<file path="config.mk">
export PLATFORM = sky130hd
export DESIGN_NAME = acs_sequencer
export DESIGN_NICKNAME = d
export VERILOG_FILES = /design/src/acs_pkg.sv /design/src/acs_sar_tick.sv /design/src/acs_sequencer.sv
export SDC_FILE = /design/constraint.sdc
export NUM_CORES = 1
export LEC_CHECK = 0
export ABC_AREA = 1
export BUFFER_PORTS_ARGS = -buffer_cell sky130_fd_sc_hd__buf_2
export CAP_MARGIN = 5
export CORE_ASPECT_RATIO = 1.25
export CORE_MARGIN = 2
export CORE_UTILIZATION = 45
export CTS_CLUSTER_DIAMETER = 150
export CTS_CLUSTER_SIZE = 8
export DETAILED_ROUTE_END_ITERATION = 16
export GPL_TIMING_DRIVEN = 0
export PLACE_DENSITY = 0.71
export SLEW_MARGIN = 25
export SYNTH_ARGS = -nofsm -noshare
export SYNTH_HDL_FRONTEND = slang
export SYNTH_SLANG_ARGS = --single-unit
export TNS_END_PERCENT = 30
</file>
<file path="constraint.sdc">
create_clock -name CLK_SYS -period 4.1 [get_ports CLK_SYS]
set_clock_uncertainty 0.15 [all_clocks]
set_input_delay 0.205 -clock CLK_SYS [delete_from_list [all_inputs] [get_ports CLK_SYS]]
set_output_delay 0.205 -clock CLK_SYS [all_outputs]
set_load 0.05 [all_outputs]
</file>
<file path="src/acs_pkg.sv">
/*
 * Package for the conversion sequencer: register map, field positions,
 * reset values, timing constants and the shared types.
 * Assumes a 100 MHz system clock and a 32-bit APB register bus.
 */
`default_nettype none
package acs_pkg;
    // ========================================================
    // Register byte addresses
    localparam logic [7:0] ADDR_HV_AMP_CONTROL = 8'h00;
    localparam logic [7:0] ADDR_CONV_CONFIG = 8'h04;
    localparam logic [7:0] ADDR_CONV_CONTROL = 8'h08;
    localparam logic [7:0] ADDR_RESULT_HIGH = 8'h0c;
    localparam logic [7:0] ADDR_RESULT_LOW = 8'h10;
    localparam logic [7:0] ADDR_IRQ_STATUS = 8'h14;
    localparam logic [7:0] ADDR_IRQ_CLEAR = 8'h18;
    localparam logic [7:0] ADDR_IRQ_ENABLE = 8'h1c;
    // ========================================================
    // Field positions
    localparam int HV_EN_BIT = 7;
    localparam int HV_GAIN_W = 3;
    localparam int DIV_LSB = 3;
    localparam int DIV_W = 5;
    localparam int PGA_W = 3;
    localparam int CTL_EN_BIT = 7;
    localparam int CTL_TM_BIT = 6;
    localparam int CTL_DONE_BIT = 5;
    localparam int CTL_BUSY_BIT = 4;
    localparam int CTL_CM_LSB = 2;
    localparam int CTL_LJST_BIT = 0;
    localparam int IRQ_DONE_BIT = 0;
    localparam int RES_W = 12;
    localparam int JUST_PAD = 4;
    // ========================================================
    // Reset values
    localparam logic [7:0] HV_AMP_RESET = 8'h00;
    localparam logic [7:0] CONV_CONFIG_RESET = 8'hf8;
    // ========================================================
    // Timing
    localparam int CLK_PERIOD_NS = 10;
    localparam int MIN_CONV_PERIOD_NS = 10000;
    localparam int MIN_CONV_CYC = (MIN_CONV_PERIOD_NS + CLK_PERIOD_NS - 1) / CLK_PERIOD_NS;
    localparam logic [9:0] RATE_LOAD = 10'(MIN_CONV_CYC - 1);
    localparam logic [1:0] LP_TRACK_CLKS = 2'h3;
    localparam logic [3:0] SAR_CONV_CLKS = 4'hd;

    typedef enum logic [1:0] {
        CM_SOFTWARE = 2'b00,
        CM_TIMER3 = 2'b01,
        CM_EXT_PIN = 2'b10,
        CM_TIMER2 = 2'b11
    } acs_start_mode_type;

    typedef enum logic [1:0] {
        ST_IDLE = 2'b00,
        ST_TRACK = 2'b01,
        ST_CONVERT = 2'b10
    } acs_state_type;

    typedef struct packed {
        logic psel;
        logic penable;
        logic pwrite;
        logic [7:0] paddr;
        logic [31:0] pwdata;
    } acs_apb_req_type;
endpackage
`default_nettype wire

</file>
<file path="src/acs_sar_tick.sv">
/*
 * Conversion clock divider: one-cycle tick every (divider + 1) system clocks.
 * Assumes the divider value is stable while running.
 */
`timescale 1ns/1ps
`default_nettype none
module acs_sar_tick
    import acs_pkg::*;
(
    input wire logic clk,             // System clock
    input wire logic rst,             // Async reset, high
    input wire logic run,             // Divider enabled
    input wire logic [DIV_W-1:0] div, // Divide value minus one
    output logic tick                 // Conversion clock tick
);
    logic [DIV_W-1:0] cnt_ff;
    logic tick_ff;

    always_ff @(posedge clk or posedge rst)
    begin
        if (rst)
        begin
            cnt_ff <= '0;
            tick_ff <= 1'b0;
        end
        else if (!run)
        begin
            cnt_ff <= '0;
            tick_ff <= 1'b0;
        end
        else
        begin
            tick_ff <= (cnt_ff == div);
            cnt_ff <= (cnt_ff == div) ? '0 : cnt_ff + 1'b1;
        end
    end

    assign tick = tick_ff;
endmodule
`default_nettype wire

</file>
<file path="src/acs_sequencer.sv">
/*
 * Converter sequencer: APB registers, start source selection, tracking
 * modes, busy/done handling, result justification and interrupt.
 * Assumes the converter core presents a stable result at the end of the
 * conversion window and timer overflow pulses on the system clock.
 */
// Chosen here: the register offsets and the APB interface to the registers.
`timescale 1ns/1ps
`default_nettype none
// Overview of operation
// - Amplifier control bit7 enables high-voltage amplifier
// - Low gain field selects output amplifier gain
// - Max 100 ksps; clock divided by divider
// - Two-bit field picks one of four starts
// - Writing one to busy starts conversion
// - Timer 3 overflow starts a conversion
// - External pin rising edge starts a conversion
// - Timer 2 overflow starts a conversion
// - Busy reads one throughout each conversion
// - Busy fall sets done flag and interrupt
// - Result left or right justified by bit
// - Default mode tracks whenever not converting
// - Low-power mode tracks three clocks first
// - Low-power pin mode tracks while pin low
// - Tracking stops in chip sleep modes
// - Every conversion yields a 12-bit result
module acs_sequencer
    import acs_pkg::*;
(
    input wire logic CLK_SYS,                 // System clock, 100 MHz
    input wire logic RST,                     // Async reset, high
    input wire acs_pkg::acs_apb_req_type APB_REQ, // APB request
    output logic [31:0] PRDATA,               // APB read data
    output logic PREADY,                      // APB ready
    output logic PSLVERR,                     // APB error, unmapped address
    input wire logic TMR3_OVF,                // Timer 3 overflow pulse
    input wire logic TMR2_OVF,                // Timer 2 overflow pulse
    input wire logic EXT_CONV_START,          // External start pin
    input wire logic CHIP_SLEEP,              // Chip in standby or sleep
    input wire logic [RES_W-1:0] SAR_RESULT,  // Converter core result
    output logic HV_DIFF_AMP_EN,              // High-voltage amplifier on
    output logic [HV_GAIN_W-1:0] HV_GAIN_SEL, // Output amplifier gain code
    output logic [PGA_W-1:0] PGA_GAIN,        // Gain stage code
    output logic SAR_POWER,                   // Converter enabled
    output logic SAR_TRACK,                   // Track-and-hold tracking
    output logic SAR_CONVERT,                 // Converting
    output logic SAR_CLK_TICK,                // Conversion clock tick
    output logic IRQ                          // Interrupt, level high
);
    import acs_pkg::*;

    typedef struct packed {
        logic [7:0] hv_ctrl;
        logic [7:0] cfg;
        logic en;
        logic tm;
        logic done;
        logic [1:0] cm;
        logic ljst;
        acs_state_type st;
        logic [1:0] trk_cnt;
        logic [3:0] cnv_cnt;
        logic [9:0] rate_cnt;
        logic [RES_W-1:0] result;
        logic [2:0] pin_sync;
        logic pin_q;
        logic irq_stat;
        logic irq_en;
        logic [31:0] prdata;
        logic pready;
        logic pslverr;
        logic irq;
        logic track;
        logic convert;
        logic sar_tick;
    } acs_regs_type;

    acs_regs_type r_ff;
    acs_regs_type nxt_r;
    logic tick;
    logic busy;
    logic wr_en;
    logic setup;
    logic pin_rise;
    logic pin_stable;
    logic trig;
    logic start_ok;
    logic conv_end;
    logic [7:0] res_hi;
    logic [7:0] res_lo;

    function automatic logic addr_is(input logic [7:0] a, input logic [7:0] off);
        return a == off;
    endfunction

    // ========================================================
    // Conversion clock divider
    acs_sar_tick u_tick (
        .clk(CLK_SYS),
        .rst(RST),
        .run(r_ff.en),
        .div(r_ff.cfg[DIV_LSB +: DIV_W]),
        .tick(tick)
    );

    // ========================================================
    // Trigger and bus decode
    assign busy = (r_ff.st != ST_IDLE);
    assign setup = APB_REQ.psel && !APB_REQ.penable;
    assign wr_en = APB_REQ.psel && APB_REQ.penable && r_ff.pready && APB_REQ.pwrite;
    assign pin_stable = (r_ff.pin_sync[1] == r_ff.pin_sync[2]);
    assign pin_rise = pin_stable && r_ff.pin_sync[2] && !r_ff.pin_q;

    always_comb
    begin
        case (r_ff.cm)
            CM_SOFTWARE: trig = wr_en && addr_is(APB_REQ.paddr, ADDR_CONV_CONTROL)
                && APB_REQ.pwdata[CTL_BUSY_BIT];
            CM_TIMER3: trig = TMR3_OVF;
            CM_EXT_PIN: trig = pin_rise;
            CM_TIMER2: trig = TMR2_OVF;
            default: trig = 1'b0;
        endcase
    end

    // Starts need an enabled idle converter and the rate window elapsed
    assign start_ok = trig && r_ff.en && !busy && (r_ff.rate_cnt == '0);
    assign conv_end = (r_ff.st == ST_CONVERT) && tick && (r_ff.cnv_cnt == SAR_CONV_CLKS - 4'h1);

    // Justified views of the stored result
    always_comb
    begin
        if (r_ff.ljst)
        begin
            res_hi = r_ff.result[RES_W-1 -: 8];
            res_lo = {r_ff.result[JUST_PAD-1:0], {JUST_PAD{1'b0}}};
        end
        else
        begin
            res_hi = {{JUST_PAD{1'b0}}, r_ff.result[RES_W-1:8]};
            res_lo = r_ff.result[7:0];
        end
    end

    // ========================================================
    // Next state
    always_comb
    begin
        nxt_r = r_ff;
        nxt_r.sar_tick = tick;
        nxt_r.pin_sync = {r_ff.pin_sync[1:0], EXT_CONV_START};
        if (pin_stable)
        begin
            nxt_r.pin_q = r_ff.pin_sync[2];
        end
        if (r_ff.rate_cnt != '0)
        begin
            nxt_r.rate_cnt = r_ff.rate_cnt - 10'h1;
        end

        // Register writes
        if (wr_en)
        begin
            if (addr_is(APB_REQ.paddr, ADDR_HV_AMP_CONTROL))
            begin
                nxt_r.hv_ctrl[HV_EN_BIT] = APB_REQ.pwdata[HV_EN_BIT];
                nxt_r.hv_ctrl[HV_GAIN_W-1:0] = APB_REQ.pwdata[HV_GAIN_W-1:0];
            end
            if (addr_is(APB_REQ.paddr, ADDR_CONV_CONFIG))
            begin
                nxt_r.cfg = APB_REQ.pwdata[7:0];
            end
            if (addr_is(APB_REQ.paddr, ADDR_CONV_CONTROL))
            begin
                nxt_r.en = APB_REQ.pwdata[CTL_EN_BIT];
                nxt_r.tm = APB_REQ.pwdata[CTL_TM_BIT];
                nxt_r.cm = APB_REQ.pwdata[CTL_CM_LSB +: 2];
                nxt_r.ljst = APB_REQ.pwdata[CTL_LJST_BIT];
                if (!APB_REQ.pwdata[CTL_DONE_BIT])
                begin
                    nxt_r.done = 1'b0;
                end
            end
            if (addr_is(APB_REQ.paddr, ADDR_IRQ_CLEAR) && APB_REQ.pwdata[IRQ_DONE_BIT])
            begin
                nxt_r.irq_stat = 1'b0;
            end
            if (addr_is(APB_REQ.paddr, ADDR_IRQ_ENABLE))
            begin
                nxt_r.irq_en = APB_REQ.pwdata[IRQ_DONE_BIT];
            end
        end

        // Sequencer
        case (r_ff.st)
            ST_IDLE:
            begin
                if (start_ok)
                begin
                    nxt_r.rate_cnt = RATE_LOAD;
                    nxt_r.trk_cnt = '0;
                    nxt_r.cnv_cnt = '0;
                    // Pin mode already tracked while the pin was low
                    if (r_ff.tm && (r_ff.cm != CM_EXT_PIN))
                    begin
                        nxt_r.st = ST_TRACK;
                    end
                    else
                    begin
                        nxt_r.st = ST_CONVERT;
                    end
                end
            end
            ST_TRACK:
            begin
                if (tick)
                begin
                    nxt_r.trk_cnt = r_ff.trk_cnt + 2'h1;
                    if (r_ff.trk_cnt == LP_TRACK_CLKS - 2'h1)
                    begin
                        nxt_r.st = ST_CONVERT;
                    end
                end
            end
            ST_CONVERT:
            begin
                if (tick)
                begin
                    nxt_r.cnv_cnt = r_ff.cnv_cnt + 4'h1;
                end
                if (conv_end)
                begin
                    nxt_r.result = SAR_RESULT;
                    nxt_r.st = ST_IDLE;
                    nxt_r.done = 1'b1;
                    nxt_r.irq_stat = 1'b1;
                end
            end
            default: nxt_r.st = ST_IDLE;
        endcase
        // Disabling the converter aborts any conversion
        if (!r_ff.en)
        begin
            nxt_r.st = ST_IDLE;
        end

        // Track-and-hold control
        if (CHIP_SLEEP || !nxt_r.en)
        begin
            nxt_r.track = 1'b0;
        end
        else if (nxt_r.st == ST_TRACK)
        begin
            nxt_r.track = 1'b1;
        end
        else if (nxt_r.st == ST_IDLE)
        begin
            if (!nxt_r.tm)
            begin
                nxt_r.track = 1'b1;
            end
            else
            begin
                nxt_r.track = (nxt_r.cm == CM_EXT_PIN) && !r_ff.pin_q;
            end
        end
        else
        begin
            nxt_r.track = 1'b0;
        end
        nxt_r.convert = (nxt_r.st == ST_CONVERT);
        nxt_r.irq = nxt_r.irq_stat && nxt_r.irq_en;

        // APB answer prepared in the setup cycle
        nxt_r.pready = setup;
        nxt_r.pslverr = 1'b0;
        nxt_r.prdata = '0;
        if (setup)
        begin
            case (APB_REQ.paddr)
                ADDR_HV_AMP_CONTROL: nxt_r.prdata[7:0] = r_ff.hv_ctrl;
                ADDR_CONV_CONFIG: nxt_r.prdata[7:0] = r_ff.cfg;
                ADDR_CONV_CONTROL: nxt_r.prdata[7:0] = {r_ff.en, r_ff.tm, r_ff.done, busy,
                    r_ff.cm, 1'b0, r_ff.ljst};
                ADDR_RESULT_HIGH: nxt_r.prdata[7:0] = res_hi;
                ADDR_RESULT_LOW: nxt_r.prdata[7:0] = res_lo;
                ADDR_IRQ_STATUS: nxt_r.prdata[IRQ_DONE_BIT] = r_ff.irq_stat;
                ADDR_IRQ_CLEAR: nxt_r.prdata = '0;
                ADDR_IRQ_ENABLE: nxt_r.prdata[IRQ_DONE_BIT] = r_ff.irq_en;
                default: nxt_r.pslverr = 1'b1;
            endcase
        end
    end

    // ========================================================
    // State register
    always_ff @(posedge CLK_SYS or posedge RST)
    begin
        if (RST)
        begin
            r_ff <= '0;
            r_ff.hv_ctrl <= HV_AMP_RESET;
            r_ff.cfg <= CONV_CONFIG_RESET;
            r_ff.st <= ST_IDLE;
        end
        else
        begin
            r_ff <= nxt_r;
        end
    end

    assign PRDATA = r_ff.prdata;
    assign PREADY = r_ff.pready;
    assign PSLVERR = r_ff.pslverr;
    assign HV_DIFF_AMP_EN = r_ff.hv_ctrl[HV_EN_BIT];
    assign HV_GAIN_SEL = r_ff.hv_ctrl[HV_GAIN_W-1:0];
    assign PGA_GAIN = r_ff.cfg[PGA_W-1:0];
    assign SAR_POWER = r_ff.en;
    assign SAR_TRACK = r_ff.track;
    assign SAR_CONVERT = r_ff.convert;
    assign SAR_CLK_TICK = r_ff.sar_tick;
    assign IRQ = r_ff.irq;
endmodule
`default_nettype wire

</file>
* After elaboration in Yosys (flattened, before gate mapping)
Cells that the tools add are included.
Operators by class: add/subtract/negate cells 4, eq/ne operators 23, mux-type cells 37, reductions and logical operators 38
Operator list (number):
- case mux 7 bit (5 select lines) | 1
- == test 8 x 5 -> 1 bit (second input constant) | 4
- two-way mux 8 bit | 3
- two-way mux 10 bit | 2
- two-way mux 18 bit | 1
- logical AND 1 bit | 17
- == test 8 x 4 -> 1 bit (second input constant) | 2
- two-way mux 1 bit | 14
- == test 2 bit (second input constant) | 6
- two-way mux 6 bit | 2
- logical NOT 10 bit | 1
- two-way mux 2 bit | 5
- two-way mux 5 bit | 2
- nonzero test 10 bit | 1
- subtractor 10 x 1 -> 10 bit (second input constant) | 1
- == test 8 x 3 -> 1 bit (second input constant) | 1
- logical NOT 8 bit | 1
- two-way mux 4 bit | 2
- case mux 4 bit (2 select lines) | 1
- AND reduction 2 bit | 4
- OR reduction 8 bit | 1
- case mux 1 bit (7 select lines) | 1
- == test 2 x 1 -> 1 bit (second input constant) | 3
- logical NOT 2 bit | 3
- 15 further kinds | 23
Word-level totals: flip-flop bits (word level) 98, bits of input ports 61, output and inout bits 46, logic and storage cells 127

* Longest topological paths before layout
depth after elaboration 16, depth in mapped cells 12, mapped depth without buffers 12

* Hierarchy
From an unflattened synthesis, not the netlist that was laid out.
Second synthesis, totals: cell total of the unflattened synthesis 471, area total of the unflattened synthesis 3967.6 um^2
Modules (own cells, without submodules):
- acs_sequencer | times used 1, cells each 426, area each 3631.0 um^2, seq. area each 1707.9 um^2
- acs_sar_tick | times used 1, cells each 45, area each 336.6 um^2, seq. area each 150.1 um^2

* Least setup slack after synthesis
No wires, ideal clock.
path kind register to register, start reg r_ff, in the netlist PREADY, end reg r_ff[68] (netlist name), setup time 0.119 ns, arrival time 1.538 ns, required time 3.831 ns, slack 2.293 ns, stages on the path, launching flop included 10, buffers on the path 0, period minus slack after synthesis 1.807 ns, cells stage by stage dfrtp_1 nand2_1 nor2_2 nand3_2 nand2_2 nand3_4 nand2_4 nand3_1 nand2_1 nor2_1
Between the ends: longest elaborated chain between the ends 10
RTL lines:
- start, declared | line acs_sequencer.sv:78 | acs_regs_type r_ff;
- start signal, assigned | line acs_sequencer.sv:308 | r_ff <= nxt_r;
- logical AND 1 bit (2 in a row) | line acs_sequencer.sv:110 | assign wr_en = APB_REQ.psel && APB_REQ.penable && r_ff.pready && APB_REQ.pwrite;
- logical AND 1 bit | line acs_sequencer.sv:117 | CM_SOFTWARE: trig = wr_en && addr_is(APB_REQ.paddr, ADDR_CONV_CONTROL)
- logical AND 1 bit | line acs_sequencer.sv:118 | && APB_REQ.pwdata[CTL_BUSY_BIT];
- case mux 1 bit (4 select lines) | line acs_sequencer.sv:116 | case (r_ff.cm)
- logical AND 1 bit (3 in a row) | line acs_sequencer.sv:127 | assign start_ok = trig && r_ff.en && !busy && (r_ff.rate_cnt == '0);
- inequality test 2 bit (no source line)
- AND reduction 3 bit (no source line)
Every way passes these cells. A chain may end at the register's enable or synchronous reset.

* Worst setup path after layout
start reg r_ff[56] (netlist name), end reg r_ff[68] (netlist name)
Between the ends: longest elaborated chain between the ends 4
RTL lines (line):
- logical NOT 10 bit | acs_sequencer.sv:127
- logical AND 1 bit | acs_sequencer.sv:127
- inequality test 2 bit (no source line)
- AND reduction 3 bit (no source line)
Every way passes these cells.

==> reports/qor.yml <==
critical_path:
  crit_type: "reg -> reg"
  worst_path_max_delay_cell: "dfrtp_1"
  worst_ep_required_time_ps: 4190
  cp_max_fo: 10
  crit_chain: "inv_1 > ha_1 > nand2_1 > nor2_1 > nand3_1 > nor2_1 > nand3_4 > nand2_4 > nand3_1 > nand2_1 > nor2_1"
  slowest_delay_ps: 380
  arrival_ps: 2110
  path_common_cell: "nor2_1"
  crit_family: "simple AND/OR/NAND/NOR gates"
  worst-path-buf-inv: 1
  crit_path_end_kind: "flop"
  worst_setup_path_start_kind: "flop"
die:
  ioPinCount: 107
  start_util_pct: 45.6
  die_area_sq_um: 9440
  coreArea_sq_um: 8560
  std_cell_rows: 38
  die_y_um: 108
  die_w_um: 87.3
route:
  viasPerCell: 4.78
  wl_per_cell_um: 12.0
  dr_total_vias: 3300
  drc: 0
  drt-initial-drc-count: 172
  dr.pass1.iters: 4
  wirelength_mm: 8.32
  ant_nets: 0
pwr:
  power.density_nw_per_um2: 394
  p_switching_w: 0.000628
  clock_power_share_pct: 28.9
  power.internal_w: 0.00128
  pwr-share-comb_pct: 23.2
  p_seq_share_pct: 47.9
  ir_drop_uv: 180
  swShare_pct: 32.9
  total_leakage_power_nw: 2.48
clock_tree:
  cts_buffers: 9
  htreeDepth: 3
  clockBufferDepth: 2
  clock-sinks: 74
  clock_latency_ps: 350
  cts.repair.resized: 0
  cts_tree: "yes"
  ctsRootBufferMaster: "clkbuf_8"
  cts.clk_slew.worst_paths_ps: 80
timing:
  fin_crit_sh_pct: 49.3
  slew_violations: 0
  rsz0062_at_grt: "false"
  fin_crit_ps: 2020
  setup_viol: 0
  worst_slack_ps: 2080
  max_freq_mhz: 495
  hold_viol: 0
  tns_ps: 0
synthesis:
  synth_area_per_cell_sq_um: 8.30
  ys_seq_area_share_pct: 47.6
  synth_top_family_by_area: "simple AND/OR/NAND/NOR gates"
  synth_xor_area_share_pct: 2.69
  synth_commonest_cells: "nand2_1, dfrtp_1, inv_1"
  synth_warnings: 0
  yosys.area_share.adder_pct: 1.92
  synth_compound_area_share_pct: 10.3
  synth_edf_count: 0
  ys_types: 38
  muxShareOfSynthArea_pct: 0.577
  syn_inst: 470
  synth.top_cell.area_share_pct: 44.2
  async_flop_share_pct: 100
  synth_area_leaders: "dfrtp_1, nand2_1, buf_4"
  synth_seq_cells: 74
  synthFlopType: "dfrtp_1"
  synth-simple-area-share_pct: 23.1
  synth.most_common_cell: "nand2_1"
  netlist_area_sq_um: 3900
  yosys.area.top_type: "dfrtp_1"
layout:
  fillerInstances: 821
  areaGrowthSynthToFinish_pct: 24.2
  finalNetCount: 653
  drive_gt1_share_pct: 23.9
  antenna_cells: 0
global_route:
  grt_max_degree: 40
  antenna_found_initial: 0
  grt_pass1_vias: 3136
  grtUsageTotal_pct: 18.9
  grt_pass1_wl_mm: 14.1
  overflow: 0
placed_design:
  portBuffers: 58
  dp_slack_ps: 2070
  gp_congestion: 0.934
  dp_hpwl_mm: 6.32
hold_path:
  worstHoldPathType: "in -> reg"
run_status:
  status: "finished, final reports clean"
flow_run:
  cap_violations: 0
state kept, by name, summed over array words and instances, names as in the netlist, 2 cells and up:
register       cells
r_ff              44
HV_GAIN_SEL        3
nxt_r              2
u_tick.cnt_ff      5
PGA_GAIN           3
PRDATA             8
final timing paths:
check / start / endpoint / slack, ps / cells past startpoint
hold reg to reg: nxt_r[42] / nxt_r[43] / 200 / 0
hold / removal: APB_REQ[0] / r_ff[39] / 30 / 4
max in group asynchronous: RST / r_ff[75] / 2950 / 4
min in group asynchronous: RST / r_ff[51] / 280 / 3
setup reg to reg: r_ff[56] / r_ff[68] / 2080 / 11
setup / recovery: r_ff[56] / r_ff[68] / 2080 / 11
worst reg2reg max path: stages (launching register included):
cell,delay [ps]
dfrtp_1,380
inv_1,120
ha_1,240
nand2_1,70
nor2_1,100
nand3_1,100
nor2_1,240
nand3_4,190
nand2_4,140
nand3_1,70
nand2_1,60
nor2_1,40
logic make-up after synthesis:
family / after synthesis
simple gates: 199
compound gates: 73
xor+xnor: 12
fa+ha+maj: 6
mux: 2
flops: 74
other cells: 1
buf+inv: 103
placed cells by master, fill, tap and decap left out, types with 7 or more instances in the layout:
master         instances
dfrtp_1               69
nand3_1               28
o21ai_0               42
nand2_1              107
a21oi_1               16
buf_4                 39
dlygate4sd3_1         23
nor2_1                34
buf_2                 60
inv_1                 57
conb_1                24
nor3_1                 7
xor2_1                 7
clkbuf_8              10
power groups by stage:
stage / logic, W / clock network (W) / registers [W]
final: 0.000444 / 0.000552 / 0.000915
after global routing: 0.000500 / 0.000598 / 0.000926
after CTS: 0.000448 / 0.000568 / 0.000913
after detailed placement: 0.000432 / 0 / 0.000924
after global placement: 0.000413 / 0 / 0.000922
after floorplan: 0.000294 / 0 / 0.000951
timing repair:
| item | CTS | global route |
|---|---|---|
| setup buffers | 0 | 0 |
| endpoints found under the hold margin | 53 | 0 |
| hold buffers | 23 | 0 |
| setup endpoints to repair | 0 | 0 |
area by class of cell:
| type | count | area (sq um) | area share, % |
|---|---|---|---|
| Clock buffer | 13 | 149 | 3.07 |
| Clock inverter | 3 | 40.0 | 0.826 |
| Tap cell | 100 | 125 | 2.58 |
| Inverter | 60 | 228 | 4.70 |
| Timing Repair Buffer | 82 | 541 | 11.2 |
| Multi-Input combinational cell | 316 | 1600 | 32.9 |
| Buffer | 43 | 310 | 6.40 |
| Sequential cell | 74 | 1860 | 38.3 |
metal layers:
metal,share of wire [%],up-vias,track usage [%]
met1,45,1535,24.7
met2,50,81,30.7
met5,0,-,0
met4,1.9,0,7.80
met3,3.9,11,3.66
li1,-,1673,-
stage by stage:
step	cells	util, %	area (sq um)	power, W	hold slack [ps]
CTS	691	56.6	4850	0.00193	9.62
floorplan	493	-	3990	0.00125	86.4
detailed placement	652	51.7	4430	0.00136	115
finish	691	56.6	4850	0.00191	32.1
global placement	651	51.5	4400	0.00133	166
global route	691	56.6	4850	0.00202	48.9
Note: power is estimated with default switching activity, not from simulation.
